[config.mk]
export PLATFORM = sky130hd
export DESIGN_NAME = link_channel_cfg_flat
export DESIGN_NICKNAME = d
export VERILOG_FILES = /design/src/link_cfg_pkg.sv /design/src/cfg_link_if.sv /design/src/link_channel_cfg.sv /design/src/flat_wrapper.sv
export SDC_FILE = /design/constraint.sdc
export NUM_CORES = 1
export LEC_CHECK = 0
export BUFFER_PORTS_ARGS = -buffer_cell sky130_fd_sc_hd__buf_2
export CAP_MARGIN = 40
export CELL_PAD_IN_SITES_DETAIL_PLACEMENT = 1
export CELL_PAD_IN_SITES_GLOBAL_PLACEMENT = 2
export CORE_ASPECT_RATIO = 0.5
export CORE_MARGIN = 8
export CORE_UTILIZATION = 33
export CTS_CLUSTER_DIAMETER = 60
export DETAILED_ROUTE_END_ITERATION = 8
export HOLD_SLACK_MARGIN = 0.08
export PLACE_DENSITY = 0.92
export SYNTH_ARGS = -nofsm -noshare
export SYNTH_HDL_FRONTEND = slang
export SYNTH_SLANG_ARGS = --single-unit
export TNS_END_PERCENT = 5
[constraint.sdc]
create_clock -name pclk -period 4.2 [get_ports pclk]
set_input_delay 0.21 -clock pclk [delete_from_list [all_inputs] [get_ports pclk]]
set_output_delay 0.21 -clock pclk [all_outputs]
set_load 0.05 [all_outputs]
[src/link_cfg_pkg.sv]
`default_nettype none
package link_cfg_pkg;

  // ----------------------------------------------------------------
  // Device register map (device's own port)
  // ----------------------------------------------------------------
  localparam logic [9:0] PAIR_EN_ADDR   = 10'h209;
  localparam logic [9:0] SH_SEL_ADDR    = 10'h20f;
  localparam logic [9:0] THRESH_ADDR    = 10'h210;
  localparam logic [7:0] PAIR_EN_RST    = 8'h03;
  localparam logic [7:0] SH_SEL_RST     = 8'h00;
  localparam logic [7:0] THRESH_RST     = 8'h03;
  localparam logic [7:0] PAIR_EN_MASK   = 8'h07;
  localparam logic [7:0] SH_SEL_MASK    = 8'h03;
  localparam logic [7:0] THRESH_MASK    = 8'h1f;
  localparam int         FIRST_PAIR_BIT = 0;
  localparam int         SECOND_PAIR_BIT = 1;
  localparam int         ONE_CHAN_BIT   = 2;
  localparam logic [1:0] SH_CODE_CRC    = 2'h0;
  localparam logic [1:0] SH_CODE_FEC    = 2'h2;

  // ----------------------------------------------------------------
  // Controller register map (APB byte addresses)
  // ----------------------------------------------------------------
  localparam logic [7:0] CTL_CTRL_OFS   = 8'h00;
  localparam logic [7:0] CTL_ADDR_OFS   = 8'h04;
  localparam logic [7:0] CTL_DATA_OFS   = 8'h08;
  localparam logic [7:0] CTL_STAT_OFS   = 8'h0c;
  localparam int         CTRL_LINK_BIT  = 0;
  localparam int         CTRL_CAL_BIT   = 1;
  localparam int         CTRL_FMT_BIT   = 2;
  localparam int         ADDR_WR_BIT    = 16;
  localparam int         STAT_BUSY_BIT  = 0;
  localparam int         STAT_REFUSE_BIT = 1;
  localparam int         STAT_SYNC_BIT  = 2;
  localparam int         STAT_REQ_BIT   = 3;

  // ----------------------------------------------------------------
  // Timing
  // ----------------------------------------------------------------
  localparam int         LINK_DIV_RST   = 2;

  typedef enum logic [1:0] {
    SYNC_WORD_NONE,
    SYNC_WORD_CRC,
    SYNC_WORD_FEC
  } sync_word_t;

endpackage
`default_nettype wire

[src/cfg_link_if.sv]
`timescale 1ns/10ps
`default_nettype none
interface cfg_link_if;
  logic       req;
  logic       we;
  logic [9:0] addr;
  logic [7:0] wdata;
  logic       ack;
  logic [7:0] rdata;
  logic       link_on;
  logic       cal_on;
  logic       fmt_66;
  logic       sync_n;

  modport dev (
    input  req, we, addr, wdata, link_on, cal_on, fmt_66, sync_n,
    output ack, rdata
  );
  modport ctl (
    output req, we, addr, wdata, link_on, cal_on, fmt_66, sync_n,
    input  ack, rdata
  );
endinterface
`default_nettype wire

[src/link_channel_cfg.sv]
// Overview of operation
// - One-channel select keeps only channel A running.
// - Software keeps first pair enabled in one-channel mode.
// - Second pair enable drives channels C, D.
// - First pair enable drives channels A, B.
// - Clear calibration and link enable before channel changes.
// - Never clear both pair enables.
// - Pair off halves converters, lanes rounded up.
// - Odd lane count with pair off pads tail.
// - First pair off moves C, D into A, B slots.
// - Software writes zero to reserved upper bits.
// - Header code 0 CRC, code 2 FEC.
// - Header select matters only in 64B/66B.
// - Command fields always sent as zero.
// - Header select changed only with link disabled.
// - Sync request threshold resets to three.
// - Low for threshold plus one samples requests sync.
//
// The APB interface to the registers was left to the implementer.
`timescale 1ns/10ps
`default_nettype none
module link_channel_cfg
  import link_cfg_pkg::*;
#(
  parameter int BASE_LANES = 8,
  parameter int BASE_CONV  = 4,
  parameter int LINK_DIV   = LINK_DIV_RST
) (
  // Clock and reset
  input  wire logic       pclk,
  input  wire logic       presetn,
  // Register port and link status from the controller
  cfg_link_if.dev         lnk,
  // Datapath configuration
  output logic [3:0]      chan_on_q,
  output logic [7:0]      lane_count_q,
  output logic [7:0]      conv_count_q,
  output logic            tail_pad_q,
  output logic            pair_swap_q,
  output logic            config_bad_q,
  output sync_word_t      sync_word_q,
  output logic [7:0]      cmd_field_q,
  // Sync request
  output logic            sync_request_q,
  output logic            sync_level_q
);

  initial begin
    if (BASE_LANES < 1 || BASE_LANES > 255 || BASE_CONV < 2 || BASE_CONV > 255 ||
        BASE_CONV % 2 != 0 || LINK_DIV < 1 || LINK_DIV > 255) begin
      $error("link_channel_cfg: unsupported parameter values");
    end
  end

  function automatic logic [7:0] ceil_half(input int n);
    ceil_half = 8'((n + 1) / 2);
  endfunction

  // ----------------------------------------------------------------
  // Register access
  // ----------------------------------------------------------------
  logic       ack_q;
  logic [7:0] rdata_q;
  logic [2:0] ch_q;
  logic [1:0] sh_q;
  logic [4:0] thresh_q;

  wire       take    = lnk.req & ~ack_q;
  wire       hit_ch  = lnk.addr == PAIR_EN_ADDR;
  wire       hit_sh  = lnk.addr == SH_SEL_ADDR;
  wire       hit_th  = lnk.addr == THRESH_ADDR;
  wire       wr      = take & lnk.we;
  wire [7:0] rdata_d = hit_ch ? {5'h00, ch_q} :
                       hit_sh ? {6'h00, sh_q} :
                       hit_th ? {3'h0, thresh_q} : 8'h00;

  assign lnk.ack   = ack_q;
  assign lnk.rdata = rdata_q;

  always_ff @(posedge pclk or negedge presetn) begin
    if (!presetn) begin
      ack_q    <= 1'b0;
      rdata_q  <= 8'h00;
      ch_q     <= PAIR_EN_RST[2:0];
      sh_q     <= SH_SEL_RST[1:0];
      thresh_q <= THRESH_RST[4:0];
    end else begin
      ack_q <= take;
      if (take) begin
        rdata_q <= rdata_d;
      end
      // Reserved bits are not stored, so they always read back zero
      if (wr && hit_ch) begin
        ch_q <= lnk.wdata[2:0];
      end
      if (wr && hit_sh) begin
        sh_q <= lnk.wdata[1:0];
      end
      if (wr && hit_th) begin
        thresh_q <= lnk.wdata[4:0];
      end
    end
  end

  // ----------------------------------------------------------------
  // Channel and lane configuration
  // ----------------------------------------------------------------
  wire first_on  = ch_q[FIRST_PAIR_BIT];
  wire second_on = ch_q[SECOND_PAIR_BIT];
  wire one_chan  = ch_q[ONE_CHAN_BIT];
  // Both pairs off is undefined; one-channel without the first pair too
  wire bad_d     = (~first_on & ~second_on) | (one_chan & ~first_on);
  wire half      = ~bad_d & (one_chan | (first_on ^ second_on));

  wire [3:0] chan_d = bad_d    ? 4'h0 :
                      one_chan ? 4'h1 :
                      {second_on, second_on, first_on, first_on};

  wire [7:0] lanes_d = half ? ceil_half(BASE_LANES) : 8'(BASE_LANES);
  wire [7:0] conv_d  = half ? 8'(BASE_CONV / 2) : 8'(BASE_CONV);
  wire       tail_d  = half & (BASE_LANES % 2 == 1);
  wire       swap_d  = ~bad_d & ~first_on & second_on;

  // Reserved header codes fall back to CRC rather than an unknown word
  wire sync_word_t sh_sel = (sh_q == SH_CODE_FEC) ? SYNC_WORD_FEC : SYNC_WORD_CRC;
  wire sync_word_t sw_d   = lnk.fmt_66 ? sh_sel : SYNC_WORD_NONE;

  always_ff @(posedge pclk or negedge presetn) begin
    if (!presetn) begin
      chan_on_q    <= 4'hf;
      lane_count_q <= 8'h00;
      conv_count_q <= 8'h00;
      tail_pad_q   <= 1'b0;
      pair_swap_q  <= 1'b0;
      config_bad_q <= 1'b0;
      sync_word_q  <= SYNC_WORD_NONE;
      cmd_field_q  <= 8'h00;
    end else begin
      chan_on_q    <= chan_d;
      lane_count_q <= lanes_d;
      conv_count_q <= conv_d;
      tail_pad_q   <= tail_d;
      pair_swap_q  <= swap_d;
      config_bad_q <= bad_d;
      sync_word_q  <= sw_d;
      cmd_field_q  <= 8'h00;
    end
  end

  // ----------------------------------------------------------------
  // Sync request detection on the link rate enable
  // ----------------------------------------------------------------
  logic [7:0] div_q;
  logic [5:0] low_cnt_q;

  wire tick     = div_q == 8'(LINK_DIV - 1);
  wire is_low   = ~lnk.sync_n;
  // Fires once per low stretch, on sample number threshold plus one
  wire req_hit  = tick & is_low & (low_cnt_q == {1'b0, thresh_q});
  wire cnt_full = &low_cnt_q;

  always_ff @(posedge pclk or negedge presetn) begin
    if (!presetn) begin
      div_q          <= 8'h00;
      low_cnt_q      <= 6'h00;
      sync_request_q <= 1'b0;
      sync_level_q   <= 1'b1;
    end else begin
      div_q          <= tick ? 8'h00 : div_q + 8'h01;
      sync_request_q <= req_hit;
      if (tick) begin
        sync_level_q <= lnk.sync_n;
        if (!is_low) begin
          low_cnt_q <= 6'h00;
        end else if (!cnt_full) begin
          low_cnt_q <= low_cnt_q + 6'h01;
        end
      end
    end
  end

endmodule
`default_nettype wire

[src/flat_wrapper.sv]
// flat-port wrapper written by rule: the top's interface ports become plain ports
module link_channel_cfg_flat import link_cfg_pkg::*;
#(
  parameter int BASE_LANES = 8,
  parameter int BASE_CONV  = 4,
  parameter int LINK_DIV   = LINK_DIV_RST
)
  (pclk, presetn, chan_on_q, lane_count_q, conv_count_q, tail_pad_q, pair_swap_q, config_bad_q, sync_word_q, cmd_field_q, sync_request_q, sync_level_q, lnk_req, lnk_we, lnk_addr, lnk_wdata, lnk_link_on, lnk_cal_on, lnk_fmt_66, lnk_sync_n, lnk_ack, lnk_rdata);
  cfg_link_if lnk_i ();
  input  wire logic pclk;
  input  wire logic presetn;
  output logic [3:0] chan_on_q;
  output logic [7:0] lane_count_q;
  output logic [7:0] conv_count_q;
  output logic tail_pad_q;
  output logic pair_swap_q;
  output logic config_bad_q;
  output sync_word_t sync_word_q;
  output logic [7:0] cmd_field_q;
  output logic sync_request_q;
  output logic sync_level_q;
  input wire logic [$bits(lnk_i.req)-1:0] lnk_req;
  input wire logic [$bits(lnk_i.we)-1:0] lnk_we;
  input wire logic [$bits(lnk_i.addr)-1:0] lnk_addr;
  input wire logic [$bits(lnk_i.wdata)-1:0] lnk_wdata;
  input wire logic [$bits(lnk_i.link_on)-1:0] lnk_link_on;
  input wire logic [$bits(lnk_i.cal_on)-1:0] lnk_cal_on;
  input wire logic [$bits(lnk_i.fmt_66)-1:0] lnk_fmt_66;
  input wire logic [$bits(lnk_i.sync_n)-1:0] lnk_sync_n;
  output wire logic [$bits(lnk_i.ack)-1:0] lnk_ack;
  output wire logic [$bits(lnk_i.rdata)-1:0] lnk_rdata;
  assign lnk_i.req = lnk_req;
  assign lnk_i.we = lnk_we;
  assign lnk_i.addr = lnk_addr;
  assign lnk_i.wdata = lnk_wdata;
  assign lnk_i.link_on = lnk_link_on;
  assign lnk_i.cal_on = lnk_cal_on;
  assign lnk_i.fmt_66 = lnk_fmt_66;
  assign lnk_i.sync_n = lnk_sync_n;
  assign lnk_ack = lnk_i.ack;
  assign lnk_rdata = lnk_i.rdata;
  link_channel_cfg #(.BASE_LANES(BASE_LANES), .BASE_CONV(BASE_CONV), .LINK_DIV(LINK_DIV)) u_core (.pclk(pclk), .presetn(presetn), .lnk(lnk_i), .chan_on_q(chan_on_q), .lane_count_q(lane_count_q), .conv_count_q(conv_count_q), .tail_pad_q(tail_pad_q), .pair_swap_q(pair_swap_q), .config_bad_q(config_bad_q), .sync_word_q(sync_word_q), .cmd_field_q(cmd_field_q), .sync_request_q(sync_request_q), .sync_level_q(sync_level_q));
endmodule
==> results.toml, run 1 <==
[run_status]
outcome = "finished clean"

[sta]
finalClockSkew_ns = 0.00278
finalSetupViolCount = 0
hold-worst-slack_ns = 0.159
totalNegativeSetupSlack_ns = 0
finalMaxSlewViolations = 0
unrepaired_setup_endpoints_after_global_routing = "false"
f_max_ghz = 0.422
finalCriticalPeriod_ns = 2.37
fin_crit_share = 0.564
hold_violations = 0
worst-slew-pin-transition_ns = 0.602
timing.slew.headroom = 0.596

[die]
std_cell_rows = 20
placeableCoreArea_mm2 = 0.00603
initial_core_util = 0.338
die-width_um = 127
chip_height_um = 71.6
design.portCount = 70
fp.dieArea_mm2 = 0.00910

[grt]
wire_length_of_the_first_global_routing_pass_um = 7710
number_of_global_route_vias_before_repair = 1563
globalRoute.totalOverflow = 0
maximum_number_of_pins_on_one_net_before_global_route_repair = 39
grt.total_usage = 0.107
antenna_found_initial = 0

[worst_setup_path]
worst-endpoint-required_ns = 4.36
path_delay_family = "simple AND/OR/NAND/NOR gates"
startpoint_type = "flip-flop"
worst-setup-path-type = "flip-flop to flip-flop"
critical_path.slowest_cell = "or4b_4"
cp_cell_sequence = "inv_1 -> ha_1 -> or4b_4 -> nor4_4 -> o31ai_2 -> a221o_1"
crit_arrival_ns = 2.53
slowest_delay_ns = 0.48
crit_fanout = 10
endpoint_kind = "flip-flop"
worstPathBufferInverterCount = 1

[cts]
cts.sink_count = 41
clk_latency_ns = 0.28
cts_root_buf = "clkbuf_16"
cts-buffers-inserted = 5
worst_setup_hold_path_clk_slew_ns = 0.06
h_tree_depth_reported_by_cts = 2
cts_tree = "done"
postCtsSetupRepairBufs = 0
cts_max_path_buffers = 2

[drt]
num_vias = 1377
dr.first_iter.drc_count = 42
antenna_viol_nets_final = 0
route.met2.wl_um = 2390
met3_wire_length_um = 187
routed_via_density = 4.44
finalWirelength_um = 4750
number_of_remaining_drc_errors = 0
post_drt_wl_per_cell_um = 15.3
route.top_layer_used = "met4"
drt-pass1-iter-count = 4
drt-met1-wl_um = 2060

[cells_and_area]
non_filler_instance_count_after_layout = 310
filler_cell_count = 669
final_cell_mix = "buf_2, dfrtp_1, conb_1, nor2_1, mux2_2"
area.sequential_mm2 = 0.00104
antenna_cells_inserted = 0
drive_gt1_frac = 0.333
mostFrequentLayoutCell = "buf_2"
area_growth_pct = 18.9
fin_nets = 251
multiInputGateArea_um2 = 846

[yosys]
synth_top_cell_area_share = 0.405
netlist.top_cell.by_area = "dfrtp_1"
post_synth_main_area_contributors = "dfrtp_1, buf_4, dfstp_2, mux2_2, xnor2_1"
syn_area_per_cell_um2 = 11.5
synth-warning-count = 0
netlist-cell-type-count = 40
synth.ff_latch_count = 41
netlist_instances = 178
seq_area_frac_synth = 0.508
synthesis.area_mm2 = 0.00204

[placed_design]
detailedPlacementHpwl_um = 3680
place.gp.congestion = 0.726
numPortBuffers = 40
post-place-cells = 301

[worst_hold_path]
hold_crit_path_type = "input pin to flip-flop"

[pwr]
powerDensity_mw_per_mm2 = 395
total_power_uw = 958
static-leakage-power_uw = 0.00118
power.ir.vdd_worst_mv = 0.137

[job]
max_cap_violations = 0
-- where the power goes --
group	switching, uW	internal (uW)	total (uW)
clock network	149	297	446
logic	80.5	22.7	103
registers	7.07	402	409
-- worst reg2reg max path, delay by kind of cell (launching register included) --
kind / cells / cell delay, ns
and+or+nand+nor: 2 / 0.95
adders and majority gates: 1 / 0.16
buffers and inverters: 1 / 0.07
DFF: 1 / 0.40
AOI/OAI and AO/OA: 2 / 0.68
-- sequential cells by signal, summed over array words and instances, names as in the netlist --
register and flops:
u_core.low_cnt_q 6, u_core.ch_q 3, u_core.thresh_q 5, u_core.sync_request_q 1
u_core.sync_word_q 2, u_core.conv_count_q 2, u_core.sync_level_q 1, u_core.div_q 8
u_core.lnk.rdata 5, u_core.config_bad_q 1, u_core.pair_swap_q 1, u_core.chan_on_q 3
u_core.lnk.ack 1, u_core.sh_q 2
-- area by class of cell --
type,count,share of cell area
clock buffer,7,0.0588
tap,88,0.0454
timing repair buffer,42,0.0949
multi-input combinational,123,0.349
inverter,8,0.0124
clock inverter,1,0.0124
sequential,41,0.427
-- cells in the mapped netlist (all sizes together) --
cell     count
a21boi       1
a21o         1
a21oi        3
a221o        2
a22o         4
a32o         1
and2         4
and3         3
and3b        1
and4b        1
buf         28
clkbuf       1
conb         1
dfrtp       33
dfstp        8
ha           4
inv          8
mux2        13
nand2        7
nand2b       1
nand3        7
nand3b       1
nand4        2
nor2        13
nor2b        1
nor3         2
nor3b        4
nor4         2
o21ai        1
o2bb2ai      2
o311ai       2
o31ai        1
or3          1
or4b         3
xnor2       10
xor2         1
-- final timing paths --
kind	depth (start not counted)	slack (ns)	end	from
worst max-delay path	6	1.83	u_core.low_cnt_q[2]	u_core.div_q[1]
worst min-delay path	2	0.16	u_core.thresh_q[4]	lnk_wdata[4]
worst max register to register	6	1.83	u_core.low_cnt_q[2]	u_core.div_q[1]
worst min register to register	1	0.48	u_core.div_q[7]	u_core.div_q[7]
max in group asynchronous	3	3.43	u_core.chan_on_q[2]	presetn
min in group asynchronous	2	0.29	u_core.config_bad_q	presetn
-- per-stage QoR --
| step | worst slack, ns | util | instance area, um^2 |
|---|---|---|---|
| 6_report | 1.83 | 0.402 | 2420 |
| 2_1_floorplan | 2.18 | - | 2130 |
| 3_3_place_gp | 1.90 | 0.368 | 2220 |
| 3_5_place_dp | 1.83 | 0.372 | 2240 |
| 4_1_cts | 1.82 | 0.402 | 2420 |
| 5_1_grt | 1.70 | 0.402 | 2420 |
-- cells by family (layout without fill, tap and decap cells) --
| kind of cell | after synthesis | count (layout) | share of synthesized area |
|---|---|---|---|
| and+or+nand+nor | 53 | 53 | 0.155 |
| buffers and inverters | 37 | 58 | 0.120 |
| DFF | 41 | 41 | 0.508 |
| AOI/OAI and AO/OA | 18 | 18 | 0.0724 |
| adders and majority gates | 4 | 4 | 0.0245 |
| muxes | 13 | 13 | 0.0718 |
| other | 1 | 24 | 0.00184 |
| xor gates and xnor gates | 11 | 11 | 0.0472 |
-- per-layer routing --
| layer | vias up | GRT usage |
|---|---|---|
| met4 | 0 | 0.0627 |
| met3 | 10 | 0.0222 |
| met5 | - | 0 |
| met1 | 673 | 0.119 |
| li1 | 651 | - |
| met2 | 43 | 0.190 |
-- repair_timing --
action                                 4_1_cts  5_1_grt
endpoints found under the hold margin       35        0
hold buffers                                 1        0
gates resized for setup                      0        0
No activity file was read; power rests on OpenSTA's default activity.
==> run 2: changes to the inputs <==
ABC_AREA = 1   (was unset)
CORE_UTILIZATION = 29   (was 33)
PLACE_DENSITY = 0.87   (was 0.92)
clock period = 2.2 ns   (was 4.2 ns; I/O delays follow)
==> run 2 against run 1 <==
  * Clock power is 61% higher
  * Routed wire length is 16% higher
  * Utilization down 3.8 points
  * First-iteration DRC count grew 2.4%
  * Global-route usage shrank 0.21 points
  * Hold slack worse by 0.037 ns
  * Die area increased by 21%
  * Sequential share of layout area is 4.4 points lower
  * Setup slack got worse by 1.1 ns
  * Maximum frequency rose by 63%
  * Non-clock buffer count up 6
  * Via count increased by 32%
  * Critical endpoint is now u_core.low_cnt_q[3]
  * Largest cell class unchanged
==> results.toml, run 2 <==
[die]
initial_core_util = 0.304
fp.dieArea_mm2 = 0.0110
die-width_um = 141
std_cell_rows = 22
chip_height_um = 78.4
placeableCoreArea_mm2 = 0.00743
design.portCount = 70

[sta]
finalClockSkew_ns = 0.00412
finalMaxSlewViolations = 0
fin_crit_share = 0.660
finalSetupViolCount = 0
totalNegativeSetupSlack_ns = 0
timing.slew.headroom = 0.648
hold_violations = 0
unrepaired_setup_endpoints_after_global_routing = "false"
f_max_ghz = 0.689
worst-slew-pin-transition_ns = 0.527
finalCriticalPeriod_ns = 1.45

[cells_and_area]
area_growth_pct = 19.7
mostFrequentLayoutCell = "nand2_1"
fin_nets = 351
max_flop_register = "u_core.div_q"
final_design_utilization = 0.364
drive_gt1_frac = 0.258
final_cell_mix = "nand2_1, buf_2, nor2_1, dfrtp_1, inv_1"
largest_reg_flops = 8
antenna_cells_inserted = 0
reg_top3 = "u_core.div_q (8), u_core.low_cnt_q (6)"
final_area_mm2 = 0.00270

[yosys]
synth.ff_latch_count = 41
edff_count_synth = 0
netlist.top_cell.by_area = "dfrtp_1"
post_synth_main_area_contributors = "dfrtp_1, dfstp_2, buf_4, nand2_1, nor2_1"
synth_top_cell_area_share = 0.366
netlist_instances = 270
ys_async_sr_fraction = 1.00
netlist-cell-type-count = 30
synthMostInstantiatedCell = "nand2_1"
synth_top_flop_cell = "dfrtp_1"
syn_area_per_cell_um2 = 8.36
synthesis.area_mm2 = 0.00226
synth-warning-count = 0
seq_area_frac_synth = 0.459
synth_top_cells_by_count = "nand2_1, dfrtp_1, nor2_1"

[pwr]
total_power_uw = 1770
powerDensity_mw_per_mm2 = 656
power.ir.vdd_worst_mv = 0.239
static-leakage-power_uw = 0.00143

[placed_design]
place.gp.congestion = 0.824
detailedPlacementHpwl_um = 4290
numPortBuffers = 40
placement.cell_area_mm2 = 0.00249

[cts]
cts-buffers-inserted = 5
cts_hold_buf = 7
h_tree_depth_reported_by_cts = 2
cts_tree = "done"
cts.sink_count = 41
cts_resized = 0
cts_max_path_buffers = 2
postCtsSetupRepairBufs = 0
worst_setup_hold_path_clk_slew_ns = 0.06
clk_latency_ns = 0.28
cts_root_buf = "clkbuf_16"

[worst_setup_path]
worst-endpoint-required_ns = 2.38
worst-setup-path-type = "flip-flop to flip-flop"
crit_arrival_ns = 1.63
worstPathBufferInverterCount = 2
slowest_delay_ns = 0.47
critical_path.slowest_cell = "dfrtp_1"
cp_common_cell = "nand2_1"
startpoint_type = "flip-flop"
crit_fanout = 10
path_delay_family = "simple AND/OR/NAND/NOR gates"
endpoint_kind = "flip-flop"
cp_cell_sequence = "ha_1 -> nand2_1 -> inv_2 -> nand4_2 -> nand2_2 -> inv_2 -> nand2_1 -> nand2_1"

[drt]
antenna_viol_nets_final = 0
num_vias = 1823
post_drt_wl_per_cell_um = 13.2
number_of_remaining_drc_errors = 0
dr.first_iter.drc_count = 43
drt-pass1-iter-count = 4
finalWirelength_um = 5540
routed_via_density = 4.36

[grt]
wire_length_of_the_first_global_routing_pass_um = 9490
number_of_global_route_vias_before_repair = 2033
antenna_found_initial = 0
grt.total_usage = 0.105
maximum_number_of_pins_on_one_net_before_global_route_repair = 22
globalRoute.totalOverflow = 0

[run_status]
outcome = "finished clean"

[job]
max_cap_violations = 0

[worst_hold_path]
hold_crit_path_type = "input pin to flip-flop"
-- run 2: cell count changes in the layout (fill, tap and decap cells not counted), moves of 5 or more --
cell	change
nand2_1	+44
inv_1	+21
nor2_1	+20
o21ai_1	+18
mux2_2	-13
nand3_1	+10
inv_2	+9
xnor2_1	-8
dlygate4sd3_1	+6
nor2_4	+5
-- run 2: worst min-delay path, cell delays in order --
cell,delay [ns]
buf_2,0.09
inv_1,0.08
nor2_4,0.07
-- run 2: power breakdown --
| group | total (uW) | internal (uW) | switching (uW) |
|---|---|---|---|
| Clock | 719 | 420 | 299 |
| Sequential | 786 | 772 | 13.9 |
| Combinational | 266 | 56.4 | 210 |
| Total | 1770 | 1250 | 523 |
-- run 2: routing by layer --
metal | GRT usage | vias up | part of all wire
met5 | 0 | - | 0
met4 | 0.0457 | 0 | 0.023
met3 | 0.0266 | 10 | 0.045
met2 | 0.189 | 45 | 0.50
met1 | 0.118 | 878 | 0.43
li1 | - | 890 | -
-- run 2: final timing paths --
check | start | to | slack [ns] | depth (start not counted)
hold reg to reg | u_core.sh_q[0] | u_core.sync_word_q[1] | 0.49 | 1
setup / recovery | u_core.low_cnt_q[0] | u_core.low_cnt_q[3] | 0.75 | 8
setup reg to reg | u_core.low_cnt_q[0] | u_core.low_cnt_q[3] | 0.75 | 8
min in group asynchronous | presetn | u_core.conv_count_q[1] | 0.36 | 2
max in group asynchronous | presetn | u_core.thresh_q[0] | 1.28 | 3
hold / removal | lnk_req | u_core.lnk.ack | 0.12 | 3
-- run 2: cell families after synthesis --
family / share of synthesized area
adder cells (fa/ha/maj): 0.0222
buffers and inverters: 0.157
AO/OA/AOI/OAI: 0.0577
flip-flops: 0.459
XOR/XNOR: 0.0272
other: 0.00166
AND/OR/NAND/NOR: 0.275
-- run 2: cell type report --
cell class | instances | area, um^2
sequential | 41 | 1040
clock buffer | 6 | 129
clock inverter | 2 | 15.0
tap | 96 | 120
fill | 924 | 4730
inverter | 40 | 153
timing repair buffer | 48 | 298
multi-input combinational | 185 | 952
-- run 2: per-stage QoR --
step                setup WS [ns]  hold slack (ns)  std cells
finish                      0.749            0.122        418
global route                0.584            0.140        418
CTS                         0.741            0.116        418
detailed placement          0.756            0.120        403
global placement            0.808            0.281        402
floorplan                   0.810           -0.186        293
